<file path="config.mk">
export PLATFORM = sky130hd
export DESIGN_NAME = fpm_panel
export DESIGN_NICKNAME = d
export VERILOG_FILES = /design/src/core/fpm_pkg.sv /design/src/core/fpm_param_store.sv /design/src/core/fpm_panel.sv
export SDC_FILE = /design/constraint.sdc
export NUM_CORES = 1
export LEC_CHECK = 0
export BUFFER_PORTS_ARGS = -buffer_cell sky130_fd_sc_hd__buf_2
export CORE_MARGIN = 2
export CORE_UTILIZATION = 50
export CTS_CLUSTER_SIZE = 40
export DETAILED_ROUTE_END_ITERATION = 16
export PLACE_DENSITY = 0.69
export SYNTH_ARGS = -nofsm -noshare
export SYNTH_HDL_FRONTEND = slang
export SYNTH_SLANG_ARGS = --single-unit
</file>
<file path="constraint.sdc">
create_clock -name clock -period 5.55 [get_ports clock]
set_clock_uncertainty 0.05 [all_clocks]
set_input_delay 0.2775 -clock clock [delete_from_list [all_inputs] [get_ports clock]]
set_output_delay 0.2775 -clock clock [all_outputs]
set_load 0.03 [all_outputs]
</file>
<file path="src/core/fpm_pkg.sv">
/*
  constants, types and helper functions of the front panel menu control.
  assumes a single 100 MHz clock and a synchronous reset.
*/
package fpm_pkg;

  // ----------------------------------------------------------------
  // timing
  // ----------------------------------------------------------------
  localparam int CLK_PERIOD_NS = 10;
  localparam int MS_NS = 1_000_000;
  localparam int CYC_PER_MS = MS_NS / CLK_PERIOD_NS;
  localparam int TEST_MS = 3000;
  localparam int DEB_MS = 20;
  localparam int LONG_MS = 2000;
  localparam int HOLD_MS = 2000;
  localparam int FAST_MS = 50;
  localparam int ALT_MS = 1000;
  localparam int REV_MS = 3000;

  // ----------------------------------------------------------------
  // keys, bus, stored parameters
  // ----------------------------------------------------------------
  localparam int NKEY = 4;
  localparam int KEY_UP = 0;
  localparam int KEY_DN = 1;
  localparam int KEY_SEL = 2;
  localparam int KEY_ENT = 3;
  localparam int ADDR_W = 4;
  localparam int DATA_W = 32;
  localparam int PW = 16;
  localparam int PAW = 3;
  localparam int NPAR = 8;
  localparam logic [ADDR_W-1:0] REG_CTRL = 4'h0;
  localparam logic [ADDR_W-1:0] REG_STATUS = 4'h4;
  localparam logic [ADDR_W-1:0] REG_DISPLAY = 4'h8;
  localparam logic [ADDR_W-1:0] REG_SETUP = 4'hC;
  localparam int CTRL_KEYS_OFF = 0;
  localparam int CTRL_CLR_ALARM = 1;
  localparam logic [PAW-1:0] P_SIG = 3'h0;
  localparam logic [PAW-1:0] P_TYPE = 3'h1;
  localparam logic [PAW-1:0] P_UNIT = 3'h2;
  localparam logic [PAW-1:0] P_AEN = 3'h3;
  localparam logic [PAW-1:0] P_AHI = 3'h4;
  localparam logic [PAW-1:0] P_ALO = 3'h5;
  localparam logic [PAW-1:0] P_ADB = 3'h6;
  localparam logic [PAW-1:0] P_LATCH = 3'h7;
  // signature value is arbitrary
  localparam logic [PW-1:0] SIG = 16'hA55A;
  localparam logic [PW-1:0] TYPE_NONE = 16'h0000;
  localparam logic [PW-1:0] TYPE_SI_DIODE = 16'h0001;
  localparam logic [PW-1:0] DIODE_TYPE_HIGH_RANGE = 16'h0002;
  localparam logic [PW-1:0] RTD_TYPE_250_OHM = 16'h0003;
  localparam logic [PW-1:0] RTD_TYPE_500_OHM = 16'h0004;
  localparam logic [PW-1:0] RTD_TYPE_5000_OHM = 16'h0005;
  localparam logic [PW-1:0] TYPE_NTC = 16'h0006;
  localparam logic [PW-1:0] UNIT_MAX = 16'h0003;
  localparam logic [PW-1:0] SP_MAX = 16'h270F;
  localparam logic [PW-1:0] DB_MAX = 16'h03E7;
  localparam logic [PW-1:0] BOOL_MAX = 16'h0001;
  localparam logic [PW-1:0] ZERO = 16'h0000;
  // unit 0 kelvin, 1 celsius, 2 fahrenheit, 3 sensor units
  localparam logic [NPAR-1:0][PW-1:0] DEFAULTS = {16'h0000, 16'h0000, 16'h0000,
    16'h0000, 16'h0000, 16'h0000, TYPE_NONE, SIG};
  // revision date code is arbitrary
  localparam logic [PW-1:0] REV_DATE = 16'h0101;

  // ----------------------------------------------------------------
  // display codes and states
  // ----------------------------------------------------------------
  localparam logic [3:0] DC_TEST = 4'h0;
  localparam logic [3:0] DC_READING = 4'h1;
  localparam logic [3:0] DC_STATUS = 4'h2;
  localparam logic [3:0] DC_ALARM_HI = 4'h3;
  localparam logic [3:0] DC_ALARM_LO = 4'h4;
  localparam logic [3:0] DC_MENU = 4'h5;
  localparam logic [3:0] DC_PARAM = 4'h6;
  localparam logic [3:0] DC_REV = 4'h7;
  localparam logic [3:0] LED_ALL = 4'hF;
  localparam logic [1:0] ALT_READ = 2'h0;
  localparam logic [1:0] ALT_HI = 2'h1;
  localparam logic [1:0] ALT_LO = 2'h2;

  typedef enum logic [2:0] {
    ST_LOAD_A = 3'h0, ST_LOAD_D = 3'h1, ST_FILL = 3'h3, ST_TEST = 3'h2,
    ST_NORMAL = 3'h6, ST_MENU = 3'h7, ST_EDIT = 3'h5, ST_REV = 3'h4
  } fpm_state_type;

  function automatic logic fpm_numeric(input logic [PAW-1:0] i);
    return (i == P_AHI) || (i == P_ALO) || (i == P_ADB);
  endfunction

  function automatic logic [PW-1:0] fpm_max(input logic [PAW-1:0] i);
    if (i == P_TYPE) return TYPE_NTC;
    else if (i == P_UNIT) return UNIT_MAX;
    else if (i == P_ADB) return DB_MAX;
    else if (fpm_numeric(i)) return SP_MAX;
    else return BOOL_MAX;
  endfunction

  function automatic logic [PW-1:0] fpm_min(input logic [PAW-1:0] i);
    return (i == P_TYPE) ? TYPE_SI_DIODE : ZERO;
  endfunction

endpackage

</file>
<file path="src/core/fpm_param_store.sv">
/*
  setup parameter store with registered read data.
  contents have no reset, so they survive a reset like a retained store.
*/
`timescale 1ns/1ps
module fpm_param_store #(
  parameter int AW = 3,
  parameter int DW = 16
) (
  input wire logic clock,
  input wire logic we,
  input wire logic [AW-1:0] addr,
  input wire logic [DW-1:0] wdata,
  output logic [DW-1:0] rdata
);
  logic [DW-1:0] mem [2**AW];
  logic [DW-1:0] rd_r;

  // one port: write or registered read
  always_ff @(posedge clock) begin
    if (we) begin
      mem[addr] <= wdata;
    end
    rd_r <= mem[addr];
  end

  assign rdata = rd_r;
endmodule // fpm_param_store

</file>
<file path="src/core/fpm_panel.sv">
/*
  front panel control: key debounce, menu state machine, display select,
  unit LEDs, alarm message alternation, Avalon-MM register slave.
  assumes alarm inputs come from logic on the same clock, keys from pins.
*/
// Local design decisions: register access over Avalon-MM and the address map.
`timescale 1ns/1ps
module fpm_panel #(
  parameter int CYC_MS = fpm_pkg::CYC_PER_MS
) (
  input wire logic clock,
  input wire logic srst,
  input wire logic [fpm_pkg::NKEY-1:0] key_n,
  input wire logic alarm_hi_in,
  input wire logic alarm_lo_in,
  input wire logic [fpm_pkg::ADDR_W-1:0] address,
  input wire logic read,
  input wire logic write,
  input wire logic [fpm_pkg::DATA_W-1:0] writedata,
  output logic [fpm_pkg::DATA_W-1:0] readdata,
  output logic waitrequest,
  output logic [3:0] disp_code,
  output logic [fpm_pkg::PAW-1:0] disp_item,
  output logic [fpm_pkg::PW-1:0] disp_value,
  output logic [3:0] unit_led,
  output logic keypad_locked,
  output logic hi_latched,
  output logic lo_latched
);
  import fpm_pkg::*;

  typedef struct packed {
    fpm_state_type st;
    logic [PAW-1:0] idx;
    logic menu;
    logic [NPAR-1:0][PW-1:0] cfg;
    logic [PW-1:0] pend;
    logic touched;
    logic [16:0] div;
    logic [11:0] tmr;
    logic [1:0] alt;
    logic [NKEY-1:0] s1;
    logic [NKEY-1:0] s2;
    logic [NKEY-1:0] stable;
    logic [4:0] deb;
    logic [11:0] hold;
    logic [5:0] rep;
    logic long_done;
    logic locked;
    logic hi_lat;
    logic lo_lat;
    logic sw_dis;
    logic [3:0] dcode;
    logic [PAW-1:0] ditem;
    logic [PW-1:0] dval;
    logic [3:0] led;
    logic waitreq;
    logic [DATA_W-1:0] rdata;
    logic mem_we;
    logic [PAW-1:0] mem_a;
    logic [PW-1:0] mem_wd;
  } fpm_panel_type;

  fpm_panel_type q_r, q_nxt;
  logic [PW-1:0] mem_rd;
  logic tick, rep_fire, long_fire, kact, unl;
  logic ev_up, ev_dn, ev_sel, ev_sel_long, ev_ent, ev_ent_long, sw_clr;
  logic [NKEY-1:0] stab, press, rel;
  logic a_hi, a_lo;

  // ----------------------------------------------------------------
  // retained parameter store
  // ----------------------------------------------------------------
  fpm_param_store #(.AW(PAW), .DW(PW)) u_store (
    .clock(clock),
    .we(q_r.mem_we),
    .addr(q_r.mem_a),
    .wdata(q_r.mem_wd),
    .rdata(mem_rd)
  );

  // ----------------------------------------------------------------
  // next state
  // ----------------------------------------------------------------
  always_comb begin
    q_nxt = q_r;
    q_nxt.mem_we = 1'b0;
    // key pins through two flops
    q_nxt.s1 = ~key_n;
    q_nxt.s2 = q_r.s1;
    // 1 ms enable pulse
    tick = (q_r.div == 17'(CYC_MS - 1));
    q_nxt.div = tick ? 17'h0_0000 : q_r.div + 17'h0_0001;
    if (tick) begin
      q_nxt.tmr = q_r.tmr + 12'h001;
    end
    stab = q_r.stable;
    if (q_r.s2 == q_r.stable) begin
      q_nxt.deb = 5'h00;
    end else if (tick) begin
      if (q_r.deb == 5'(DEB_MS - 1)) begin
        stab = q_r.s2;
        q_nxt.deb = 5'h00;
      end else begin
        q_nxt.deb = q_r.deb + 5'h01;
      end
    end
    q_nxt.stable = stab;
    press = stab & ~q_r.stable;
    rel = ~stab & q_r.stable;
    rep_fire = 1'b0;
    long_fire = 1'b0;
    if ((press | rel) != '0) begin
      q_nxt.hold = 12'h000;
      q_nxt.rep = 6'h00;
    end else if (tick && stab != '0) begin
      q_nxt.hold = (q_r.hold == 12'hFFF) ? q_r.hold : q_r.hold + 12'h001;
      long_fire = (q_r.hold == 12'(LONG_MS - 1));
      // faster repeat after a long hold
      if (q_r.hold >= 12'(HOLD_MS)) begin
        rep_fire = (q_r.rep == 6'h00);
        q_nxt.rep = (q_r.rep == 6'(FAST_MS - 1)) ? 6'h00 : q_r.rep + 6'h01;
      end
    end
    if (long_fire) begin
      q_nxt.long_done = 1'b1;
    end
    if (press != '0) begin
      q_nxt.long_done = 1'b0;
    end
    kact = ~q_r.sw_dis;
    unl = kact & ~q_r.locked;
    ev_up = unl & (press[KEY_UP] | (rep_fire & stab[KEY_UP] & fpm_numeric(q_r.idx)));
    ev_dn = unl & (press[KEY_DN] | (rep_fire & stab[KEY_DN] & fpm_numeric(q_r.idx)));
    ev_sel = unl & rel[KEY_SEL] & ~q_r.long_done;
    ev_sel_long = unl & long_fire & stab[KEY_SEL];
    ev_ent = unl & rel[KEY_ENT] & ~q_r.long_done;
    ev_ent_long = kact & long_fire & stab[KEY_ENT];
    if (ev_ent_long) begin
      q_nxt.locked = ~q_r.locked;
    end

    // main sequence
    case (q_r.st)
      ST_LOAD_A: begin
        q_nxt.st = ST_LOAD_D;
      end
      ST_LOAD_D: begin
        q_nxt.cfg[q_r.idx] = mem_rd;
        if (q_r.idx == P_LATCH) begin
          q_nxt.idx = P_SIG;
          q_nxt.tmr = 12'h000;
          // a blank or unknown store falls through to the fill
          if (q_r.cfg[P_SIG] == SIG) begin
            q_nxt.st = ST_TEST;
          end else begin
            q_nxt.st = ST_FILL;
          end
        end else begin
          q_nxt.idx = q_r.idx + 3'h1;
          q_nxt.mem_a = q_r.idx + 3'h1;
          q_nxt.st = ST_LOAD_A;
        end
      end
      ST_FILL: begin
        // factory defaults on a blank store
        q_nxt.cfg[q_r.idx] = DEFAULTS[q_r.idx];
        q_nxt.mem_we = 1'b1;
        q_nxt.mem_a = q_r.idx;
        q_nxt.mem_wd = DEFAULTS[q_r.idx];
        q_nxt.idx = q_r.idx + 3'h1;
        q_nxt.tmr = 12'h000;
        if (q_r.idx == P_LATCH) begin
          q_nxt.st = ST_TEST;
        end
      end
      ST_TEST: begin
        if (tick && q_r.tmr == 12'(TEST_MS - 1)) begin
          q_nxt.st = ST_NORMAL;
          q_nxt.tmr = 12'h000;
          q_nxt.alt = ALT_READ;
        end
      end
      ST_NORMAL: begin
        if (ev_sel_long) begin
          q_nxt.st = ST_REV;
          q_nxt.tmr = 12'h000;
        end else if (ev_sel) begin
          q_nxt.st = ST_MENU;
          q_nxt.menu = 1'b0;
        end else if (tick && q_r.tmr == 12'(ALT_MS - 1)) begin
          q_nxt.tmr = 12'h000;
          case (q_r.alt)
            // latched flags keep a gone input on the display
            ALT_READ: q_nxt.alt = q_r.hi_lat ? ALT_HI : (q_r.lo_lat ? ALT_LO : ALT_READ);
            ALT_HI: q_nxt.alt = q_r.lo_lat ? ALT_LO : ALT_READ;
            default: q_nxt.alt = ALT_READ;
          endcase
        end
      end
      ST_MENU: begin
        if (ev_sel) begin
          q_nxt.st = ST_NORMAL;
        end else if (ev_up || ev_dn) begin
          q_nxt.menu = ~q_r.menu;
        end else if (ev_ent) begin
          q_nxt.st = ST_EDIT;
          q_nxt.idx = q_r.menu ? P_AEN : P_TYPE;
          q_nxt.pend = q_r.menu ? q_r.cfg[P_AEN] : q_r.cfg[P_TYPE];
          q_nxt.touched = 1'b0;
        end
      end
      ST_EDIT: begin
        if (ev_sel) begin
          // leave, pending value dropped, earlier commits kept
          q_nxt.st = ST_NORMAL;
        end else if (ev_up) begin
          q_nxt.touched = 1'b1;
          if (fpm_numeric(q_r.idx)) begin
            if (q_r.pend < fpm_max(q_r.idx)) q_nxt.pend = q_r.pend + 16'h0001;
          end else begin
            q_nxt.pend = (q_r.pend >= fpm_max(q_r.idx)) ? fpm_min(q_r.idx)
                                                         : q_r.pend + 16'h0001;
          end
        end else if (ev_dn) begin
          q_nxt.touched = 1'b1;
          if (fpm_numeric(q_r.idx)) begin
            if (q_r.pend != ZERO) q_nxt.pend = q_r.pend - 16'h0001;
          end else begin
            q_nxt.pend = (q_r.pend <= fpm_min(q_r.idx)) ? fpm_max(q_r.idx)
                                                         : q_r.pend - 16'h0001;
          end
        end else if (ev_ent) begin
          // commit only a touched value, then advance
          q_nxt.mem_we = q_r.touched;
          q_nxt.mem_a = q_r.idx;
          q_nxt.mem_wd = q_r.pend;
          q_nxt.cfg[q_r.idx] = q_r.pend;
          q_nxt.touched = 1'b0;
          q_nxt.idx = q_r.idx + 3'h1;
          q_nxt.pend = q_r.cfg[q_r.idx + 3'h1];
          if (q_r.idx == P_UNIT || q_r.idx == P_LATCH ||
              (q_r.idx == P_AEN && q_r.pend == ZERO)) begin
            q_nxt.st = ST_NORMAL;
            q_nxt.tmr = 12'h000;
          end
        end
      end
      ST_REV: begin
        if (tick && q_r.tmr == 12'(REV_MS - 1)) begin
          q_nxt.st = ST_NORMAL;
          q_nxt.tmr = 12'h000;
        end
      end
      default: q_nxt.st = ST_LOAD_A;
    endcase

    // alarm flags, latched only with latching on; set beats clear
    a_hi = alarm_hi_in & q_r.cfg[P_AEN][0];
    a_lo = alarm_lo_in & q_r.cfg[P_AEN][0];
    sw_clr = write & ~q_r.waitreq & (address == REG_CTRL) & writedata[CTRL_CLR_ALARM];
    if (q_r.cfg[P_LATCH][0]) begin
      q_nxt.hi_lat = (q_r.hi_lat & ~(ev_sel | sw_clr)) | a_hi;
      q_nxt.lo_lat = (q_r.lo_lat & ~(ev_sel | sw_clr)) | a_lo;
    end else begin
      q_nxt.hi_lat = a_hi;
      q_nxt.lo_lat = a_lo;
    end

    q_nxt.ditem = q_r.idx;
    q_nxt.dval = q_r.pend;
    q_nxt.led = 4'(1 << q_r.cfg[P_UNIT][1:0]);
    case (q_r.st)
      ST_NORMAL: begin
        if (q_r.alt == ALT_HI && q_r.hi_lat) q_nxt.dcode = DC_ALARM_HI;
        else if (q_r.alt == ALT_LO && q_r.lo_lat) q_nxt.dcode = DC_ALARM_LO;
        else if (q_r.cfg[P_TYPE] == TYPE_NONE) q_nxt.dcode = DC_STATUS;
        else q_nxt.dcode = DC_READING;
      end
      ST_MENU: begin
        q_nxt.dcode = DC_MENU;
        q_nxt.ditem = {2'h0, q_r.menu};
      end
      ST_EDIT: begin
        q_nxt.dcode = DC_PARAM;
        // unit LED follows the unit being chosen
        if (q_r.idx == P_UNIT) q_nxt.led = 4'(1 << q_r.pend[1:0]);
      end
      ST_REV: begin
        q_nxt.dcode = DC_REV;
        q_nxt.dval = REV_DATE;
      end
      default: begin
        q_nxt.dcode = DC_TEST;
        q_nxt.led = LED_ALL;
      end
    endcase

    // bus slave: one wait cycle, then answer
    if ((read || write) && q_r.waitreq) begin
      q_nxt.waitreq = 1'b0;
      if (address == REG_CTRL) q_nxt.rdata = 32'(q_r.sw_dis);
      else if (address == REG_STATUS)
        q_nxt.rdata = 32'({q_r.hi_lat, q_r.lo_lat, q_r.locked, q_r.st});
      else if (address == REG_DISPLAY) q_nxt.rdata = {8'h00, q_r.dcode, q_r.ditem,
        q_r.led[0], q_r.dval};
      else if (address == REG_SETUP) q_nxt.rdata = {q_r.cfg[P_UNIT], q_r.cfg[P_TYPE]};
      else q_nxt.rdata = 32'h0000_0000;
    end else begin
      q_nxt.waitreq = 1'b1;
    end
    if (write && !q_r.waitreq && address == REG_CTRL) begin
      q_nxt.sw_dis = writedata[CTRL_KEYS_OFF];
    end
  end

  // ----------------------------------------------------------------
  // state register
  // ----------------------------------------------------------------
  always_ff @(posedge clock) begin
    if (srst) begin
      q_r <= '0;
      q_r.st <= ST_LOAD_A;
      q_r.waitreq <= 1'b1;
      q_r.dcode <= DC_TEST;
      q_r.led <= LED_ALL;
    end else begin
      q_r <= q_nxt;
    end
  end

  assign readdata = q_r.rdata;
  assign waitrequest = q_r.waitreq;
  assign disp_code = q_r.dcode;
  assign disp_item = q_r.ditem;
  assign disp_value = q_r.dval;
  assign unit_led = q_r.led;
  assign keypad_locked = q_r.locked;
  assign hi_latched = q_r.hi_lat;
  assign lo_latched = q_r.lo_lat;
endmodule // fpm_panel

</file>
Word-level counts from Yosys, hierarchy flattened
Memories as Yosys holds them, arrays and structs flattened. A register that Yosys moved wholly into a read port is not among the register bits. Cells that the tools add are included.

Register bits after elaboration: 303. Memory bits (writable): 128. Bits in read-only memories: 128. Bits of input ports: 46. Output and inout bits: 63. Memories kept: 2.

Add/sub/neg operators: 8. Magnitude comparators: 7. Eq/ne operators: 54. Shift operators: 2. Mux-type cells: 118. Bitwise logic cells: 40. Reductions and logical operators: 52.

Memory list: (name not given) (depth 8, width 16, read ports 1, clocked after Yosys merged registers in 1, wr ports 0, line fpm_panel.sv:170) `q_nxt.mem_wd = DEFAULTS[q_r.idx];`; u_store.mem (depth 8, width 16, read ports 1, clocked after Yosys merged registers in 1, wr ports 1, line fpm_param_store.sv:16) `logic [DW-1:0] mem [2**AW];`.

Operator list (number): $bwmux W128 (3); $pmux W128 S3 (1); $mux W145 (2); $mux W16 (18); $mux W128 (2); $mux W32 (4); $mux W12 (9); $mux W17 (5); $mux W14 (6); $mux W20 (4); $pmux W12 S6 (1); $bmux W16 S3 (1); $demux W16 S3 (1); $mux W3 (13); $mux W6 (6); $pmux W17 S2 (1); $logic_not A16 Y1 (2); $pmux W16 S2 (1); $mux W10 (3); $ne A2 B2 Y1 const B (15); $add A12 B1 Y12 const B (2); $eq A12 B12 Y1 const B (2); $eq A3 B3 Y1 const B (8); $and A1 B1 Y1 (22); 65 further kinds (149).

Depth between registers and ports, before layout
Gate-level depths: netlist of run 1.

Depth in word-level cells: 22. Depth in mapped cells: 19. Gate-level depth less buffers: 14.

Modules after synthesis
A second synthesis of run 1 with hierarchy kept.

Cell total of the unflattened synthesis: 2038. Area total of the unflattened synthesis: 21110.2 um2.

By module, submodules not included: fpm_panel (instances 1, cells each 1800, area each 15817.7 um2); fpm_param_store (instances 1, cells each 238, area each 5292.6 um2).

Worst setup path after synthesis of run 1
No wires, ideal clock.

Kind: reg-to-reg. From: reg q_r[134] (netlist bit). To: reg q_r[202] (netlist bit). Library setup time: 146 ps. Arrival: 3772 ps. Setup slack: 1581 ps. Cell stages (with the launch flop): 20. Cells stage by stage: dfxtp_1 > ha_1 > and4_1 > and4_4 > buf_6 > buf_2 > nand2_1 > mux2i_1 > inv_1 > ha_1 > nand4_1 > nor4_4 > a41oi_1 > or2_1 > buf_6 > and3_1 > buf_6 > buf_2 > nor2_1 > a211oi_2.

RTL lines: start: declaration (line fpm_panel.sv:64) `fpm_panel_type q_r, q_nxt;`; start signal: assignment (line fpm_panel.sv:328) `q_r <= q_nxt;`.

==> results of run 1 <==
timing repair:
item	CTS	global route
endpoints found under the hold margin	7	0
gates resized for setup	0	0
hold buffers	7	0
cell type report:
type,count,area (sq um),area share
Tap cell,585,732,0.0308
Timing Repair Buffer,125,785,0.0330
Inverter,33,124,0.00521
Sequential cell,447,10200,0.430
Clock inverter,20,325,0.0137
Clock buffer,62,1320,0.0557
Multi-Input combinational cell,1431,10300,0.431
kinds of logic after synthesis:
kind of cell,count (synthesis)
AOI/OAI and AO/OA,499
xor gates and xnor gates,71
adders and majority gates,41
buffers and inverters,254
DFF,447
muxes,129
other,1
and+or+nand+nor,690
final timing paths:
path                                           startpoint                   endpoint  slack [ns]  depth (start not counted)
worst max-delay path                  q_r[134]$_SDFF_PP0_      q_r[165]$_SDFFE_PP0P_        0.77                         15
worst min-delay path                                write       q_r[80]$_SDFFE_PP0P_        0.05                          4
worst max register to register        q_r[134]$_SDFF_PP0_      q_r[165]$_SDFFE_PP0P_        0.77                         15
worst min register to register  readdata[30]$_SDFFE_PP0P_  readdata[30]$_SDFFE_PP0P_        0.40                          2
through the flow:
| stage | power (mW) | util | std cells | instance area (sq um) |
|---|---|---|---|---|
| 2_1_floorplan | 3.85 | - | 2132 | 21700 |
| 3_3_place_gp | 4.00 | 0.513 | 2614 | 22100 |
| 3_5_place_dp | 4.01 | 0.513 | 2614 | 22100 |
| 4_1_cts | 7.28 | 0.553 | 2703 | 23800 |
| 5_1_grt | 7.46 | 0.553 | 2703 | 23800 |
| 6_report | 7.26 | 0.553 | 2703 | 23800 |
flip-flops by register name, summed over array words and instances, names as in the netlist, 3 cells and up, named ones only:
signal	cells
q_r	236
u_store.mem	128
disp_value	16
u_store.rdata	16
readdata	32
unit_led	4
disp_item	3
q_nxt	4
disp_code	3
layer usage:
metal,vias to the layer above,track usage,wire length (um)
met1,8300,0.372,25800
li1,7736,-,-
met3,146,0.0428,5020
met4,0,0.0924,2110
met5,-,0,0
met2,789,0.407,26600
layout by cell type, fill, tap and decap left out, types with 48 or more instances in the layout:
master,n
edfxtp_1,128
o21ai_0,70
mux4_2,65
a211oi_1,139
nor2_1,300
dfxtp_1,317
buf_2,76
nand3_1,68
a21oi_1,108
clkbuf_16,48
nand2_1,116
where the power goes:
part           leakage [nW]  internal [mW]  switching, mW
Combinational          3.63          0.187          0.312
Sequential             3.77           3.39         0.0683
Clock                 0.807           1.97           1.33
synthesized netlist by cell type, drive strengths merged (7+ instances only):
cell type  count
a211oi       157
a21o           8
a21oi        109
a221oi        11
a22o           7
a22oi         35
and2          12
and3          21
and4           9
buf          105
clkbuf       116
dfxtp        319
edfxtp       128
ha            41
inv           33
mux2          31
mux2i         33
mux4          65
nand2        117
nand2b        11
nand3         68
nand4         21
nor2         311
nor2b         16
nor3          41
nor4          21
o21ai         72
o311ai         7
o32ai         30
or2            8
or3            9
xnor2         40
xor2          31
worst register-to-register path, stage by stage (launching register included):
cell and delay, ns:
dfxtp_1 0.39, ha_1 0.25, and4_1 0.28, and4_4 0.39
nand2_1 0.19, mux2i_1 0.37, inv_1 0.08, ha_1 0.28
nand4_1 0.26, nor4_2 0.44, a41o_2 0.50, and2_1 0.40
buf_4 0.26, a211oi_1 0.10, a211oi_1 0.30, o32ai_2 0.13
==> results.yml, run 1 <==
cts:
  cts_setup_buffers: 0
  clkLatencyLatePin_ns: 0.59
  h-tree-depth: 2
  cts.clk_slew.worst_paths_ns: 0.06
  cts_tree: "built"
  clock-sinks: 447
  cts-root-buf: "clkbuf_16"
  cts_max_path_buffers: 3
  cts_made_buffers: 45
yosys:
  ys_async_sr_fraction: 0
  synth_xor_area_frac: 0.0287
  synth_warnings: 0
  synth-simple-area-share: 0.152
  synth_edf_count: 128
  synth_seq_cells: 447
  synth_fa_ha_area_frac: 0.0236
  ys_types: 95
  synth_top_area_share: 0.294
  synthTopCellsByArea: "dfxtp_1 (29%), edfxtp_1 (18%), mux4_2 (6.7%)"
  synth-compound-area-share: 0.166
  synth.cell_area_sq_um: 21700
  synth_seq_area_share: 0.472
  synth_top_family_by_area: "compound AO/OA/AOI/OAI gates"
  muxShareOfSynthArea: 0.0990
  synth_top_cell_by_area: "dfxtp_1"
  synth-main-ff-cell: "dfxtp_1"
  syn_nets: 2219
  avgSynthCellArea_sq_um: 10.2
  postSynthCellCount: 2132
worst_setup_path:
  crit_slowest_cell: "a41o_2"
  critPathKind: "flop to flop"
  end_kind: "flop"
  crit_family: "simple AND/OR/NAND/NOR gates"
  slowest_delay_ns: 0.50
  critPathBufInv: 2
  path_cells: "ha_1 > and4_1 > and4_4 > nand2_1 > mux2i_1 > inv_1 > ha_1 > nand4_1 > nor4_2 > a41o_2 > and2_1 > buf_4 > a211oi_1 > a211oi_1 > o32ai_2"
  cp-start-kind: "flop"
  critical_path_required_ns: 5.95
  path_max_fanout: 19
  arrival_ns: 5.18
placement:
  port_buffers: 77
  hpwl_um: 40200
  pre_cts_ws_ns: 0.879
  place_congestion: 0.948
floorplan:
  ios: 109
  core_area_sq_um: 43000
  die_h_um: 212
  dieArea_sq_um: 45100
  row_count: 76
  start_util: 0.505
  die_x_um: 212
detailed_routing:
  drt-initial-drc-count: 1887
  avgViaCountPerCell: 6.28
  wire_per_inst_um: 22.0
  num_vias: 16971
  postRouteAntennaNets: 0
  dr.pass1.iters: 6
  route.detailed.drc: 0
  drt-total-wl_um: 59500
hold_path:
  hold_class: "input port to flop"
timing:
  relSlewSlack: -0.00119
  fin_tns_setup_ns: 0
  setup_viol: 0
  slew_viol_final: 8
  fmax_mhz: 209
  rsz0062_at_grt: "false"
  hold_viol: 0
  finalCritPeriodShare: 0.862
  worst_slew_pin_slew_ns: 1.50
  setup_ws_ns: 0.766
  worst_hold_slack_ns: 0.0454
  min_period_ns: 4.78
layout:
  area_growth_syn_to_layout_pct: 9.62
  num_antenna_cells: 0
  nets: 2170
  fill_cells: 3646
  drive_gt1_frac: 0.172
grt:
  grt_pass1_vias: 16140
  antenna_found_initial: 0
  grt_max_degree: 144
  grt.total_usage: 0.262
  grt_first_pass_wirelength_um: 92000
  gr-total-overflow: 0
job:
  cap_viol_max_count: 0
pwr:
  powerDensity_nw_per_um2: 305
  p_leak_nw: 8.20
  vdd_drop_max_mv: 0.273
status:
  violations: "slew limit"
  status: "finished with violations"
(Power assumes the default switching activity.)
==> run 2, diff against run 1 <==
- CORE_ASPECT_RATIO: not set -> 0.9
- PLACE_DENSITY: 0.69 -> 0.72
- clock period: 5.55 -> 3.9 ns (I/O delays scaled with it)
==> run 2 against run 1 <==
Compared with the run above:
- clock power rose by 37%
- the flow now finishes without violations
- global-route usage rose by 0.14 points
- flip-flop and latch count did not move
- critical endpoint is now q_r[154]$_SDFFE_PP0P_
- highest routed layer unchanged
==> results.yml, run 2 (synthesis results as in run 1) <==
placement:
  port_buffers: 77
  pre_cts_ws_ns: -0.0220
  hpwl_um: 41400
  place_congestion: 0.966
worst_setup_path:
  path_max_fanout: 4
  rrSetupSlack_ns: 0.15
  arrival_ns: 4.18
  critical_path_required_ns: 4.33
  crit_start: "q_r[135]$_SDFF_PP0_"
  path_cells: "ha_1 > and4_1 > nand4_1 > o21ai_1 > and2_1 > inv_1 > ha_1 > nand4_1 > nor4_4 > buf_4 > o211a_1 > and4_1 > a21boi_2 > buf_4 > a311o_1 > a32o_1"
  reg2reg_from: "q_r[135]$_SDFF_PP0_"
  slowest_delay_ns: 0.35
  r2r-end: "q_r[154]$_SDFFE_PP0P_"
  cp-start-kind: "flop"
  critPathKind: "flop to flop"
  end_kind: "flop"
  r2r_cells: 16
  crit_slowest_cell: "dfxtp_1"
hold_path:
  hold_depth: 4
  holdCritStartpoint: "address[3]"
  whs_endpoint: "readdata[4]$_SDFFE_PP0P_"
  hold_class: "input port to flop"
layout:
  largest_reg_flops: 236
  drive_gt1_frac: 0.188
  area_growth_syn_to_layout_pct: 11.2
  layout_commonest_cell: "dfxtp_1"
  seq_area_sq_um: 10200
  multi_input_area_sq_um: 10300
  final_cell_mix: "dfxtp_1 (317), nor2_1 (300), a211oi_1 (139), edfxtp_1 (128), nand2_1 (116)"
  num_antenna_cells: 0
  top_register: "q_r"
  fill_cells: 3620
  nets: 2215
detailed_routing:
  route.detailed.drc: 0
  postRouteAntennaNets: 0
  dr.pass1.iters: 6
  drt-initial-drc-count: 1998
  num_vias: 17192
  wire_per_inst_um: 22.1
  avgViaCountPerCell: 6.32
  drt-total-wl_um: 60000
floorplan:
  die_h_um: 202
  dieArea_sq_um: 45100
  die_x_um: 224
  ios: 109
  core_area_sq_um: 42900
  row_count: 72
  start_util: 0.506
pwr:
  clkPwrFrac: 0.446
  p_int_mw: 7.77
  power.switching_mw: 2.44
  vdd_drop_max_mv: 0.365
  powerDensity_nw_per_um2: 423
  pwr-share-comb: 0.072
  p_seq_frac: 0.481
  sw_frac_of_total: 0.239
  p_leak_nw: 8.39
cts:
  cts.clk_slew.worst_paths_ns: 0.07
  cts_made_buffers: 45
  clock-sinks: 447
  clkLatencyLatePin_ns: 0.59
  cts_tree: "built"
  cts-root-buf: "clkbuf_16"
  h-tree-depth: 2
  cts_max_path_buffers: 3
status:
  status: "finished, final reports clean"
timing:
  worst_hold_slack_ns: 0.0933
  worst_slew_pin_slew_ns: 1.22
  setup_ws_ns: 0.152
  setup_viol: 0
  fmax_mhz: 267
  finalCritPeriodShare: 0.961
  fin_tns_setup_ns: 0
  min_period_ns: 3.75
  rsz0062_at_grt: "true"
  hold_viol: 0
  slew_viol_final: 0
  relSlewSlack: 0.186
grt:
  antenna_found_initial: 0
  grt_first_pass_wirelength_um: 93800
  gr-total-overflow: 0
  grt_max_degree: 155
  grt_pass1_vias: 16450
  grt.total_usage: 0.264
job:
  cap_viol_max_count: 0
[run 2: worst max-delay path: cells and delay by family, from the launching register on]
family                   cells  cell delay [ns]
AND/OR/NAND/NOR              6             1.40
AO/OA/AOI/OAI                5             0.98
adder cells (fa/ha/maj)      2             0.46
buffers and inverters        3             0.40
flip-flops                   1             0.35
[run 2: cell type report]
| cell class | count | share of cell area |
|---|---|---|
| clock buffer | 61 | 0.0513 |
| multi-input combinational | 1431 | 0.428 |
| inverter | 33 | 0.00514 |
| tap | 555 | 0.0288 |
| clock inverter | 22 | 0.0130 |
| sequential | 447 | 0.424 |
| timing repair buffer | 170 | 0.0499 |
[run 2: worst max path at each step]
stage / to / slack (ns)
5_1_grt: q_r[154]$_SDFFE_PP0P_ / -0.04
3_3_place_gp: q_r[236]$_SDFFE_PP0P_ / 0.13
6_report: q_r[154]$_SDFFE_PP0P_ / 0.15
2_1_floorplan: q_r[165]$_SDFFE_PP0P_ / 0.04
3_5_place_dp: q_r[233]$_SDFFE_PP0P_ / -0.02
4_1_cts: q_r[155]$_SDFFE_PP0P_ / 0.03
[run 2: per-stage QoR]
| stage | area, sq um | instances | power (mW) | utilization |
|---|---|---|---|---|
| floorplan | 21700 | 2132 | 5.48 | - |
| global placement | 22400 | 2627 | 5.71 | 0.523 |
| detailed placement | 22400 | 2627 | 5.73 | 0.523 |
| CTS | 24100 | 2718 | 10.2 | 0.561 |
| global route | 24100 | 2719 | 10.5 | 0.563 |
| finish | 24100 | 2719 | 10.2 | 0.563 |
[run 2: metal layers]
layer / part of all wire / GRT usage / up-vias / wire, um
met5: 0 / 0 / - / 0
met3: 0.10 / 0.0669 / 149 / 6150
met4: 0.035 / 0.0988 / 0 / 2080
met2: 0.43 / 0.388 / 898 / 25900
met1: 0.43 / 0.375 / 8314 / 25800
li1: - / - / 7831 / -
[run 2: power groups by stage]
stage                     registers (mW)  clock network [mW]  logic [mW]
final                               4.91                4.55       0.740
after global routing                4.92                4.79       0.795
after CTS                           4.91                4.60       0.726
after detailed placement            5.01                   0       0.717
after global placement              5.01                   0       0.707
after floorplan                     4.96                   0       0.524
[run 2: what timing repair did]
item / in CTS / in global routing
pin swaps: 0 / 2
hold endpoints to repair: 7 / 0
resized for setup: 2 / 14
setup endpoints to repair: 5 / 117
setup buffers: 0 / 1
hold buffers: 8 / 0
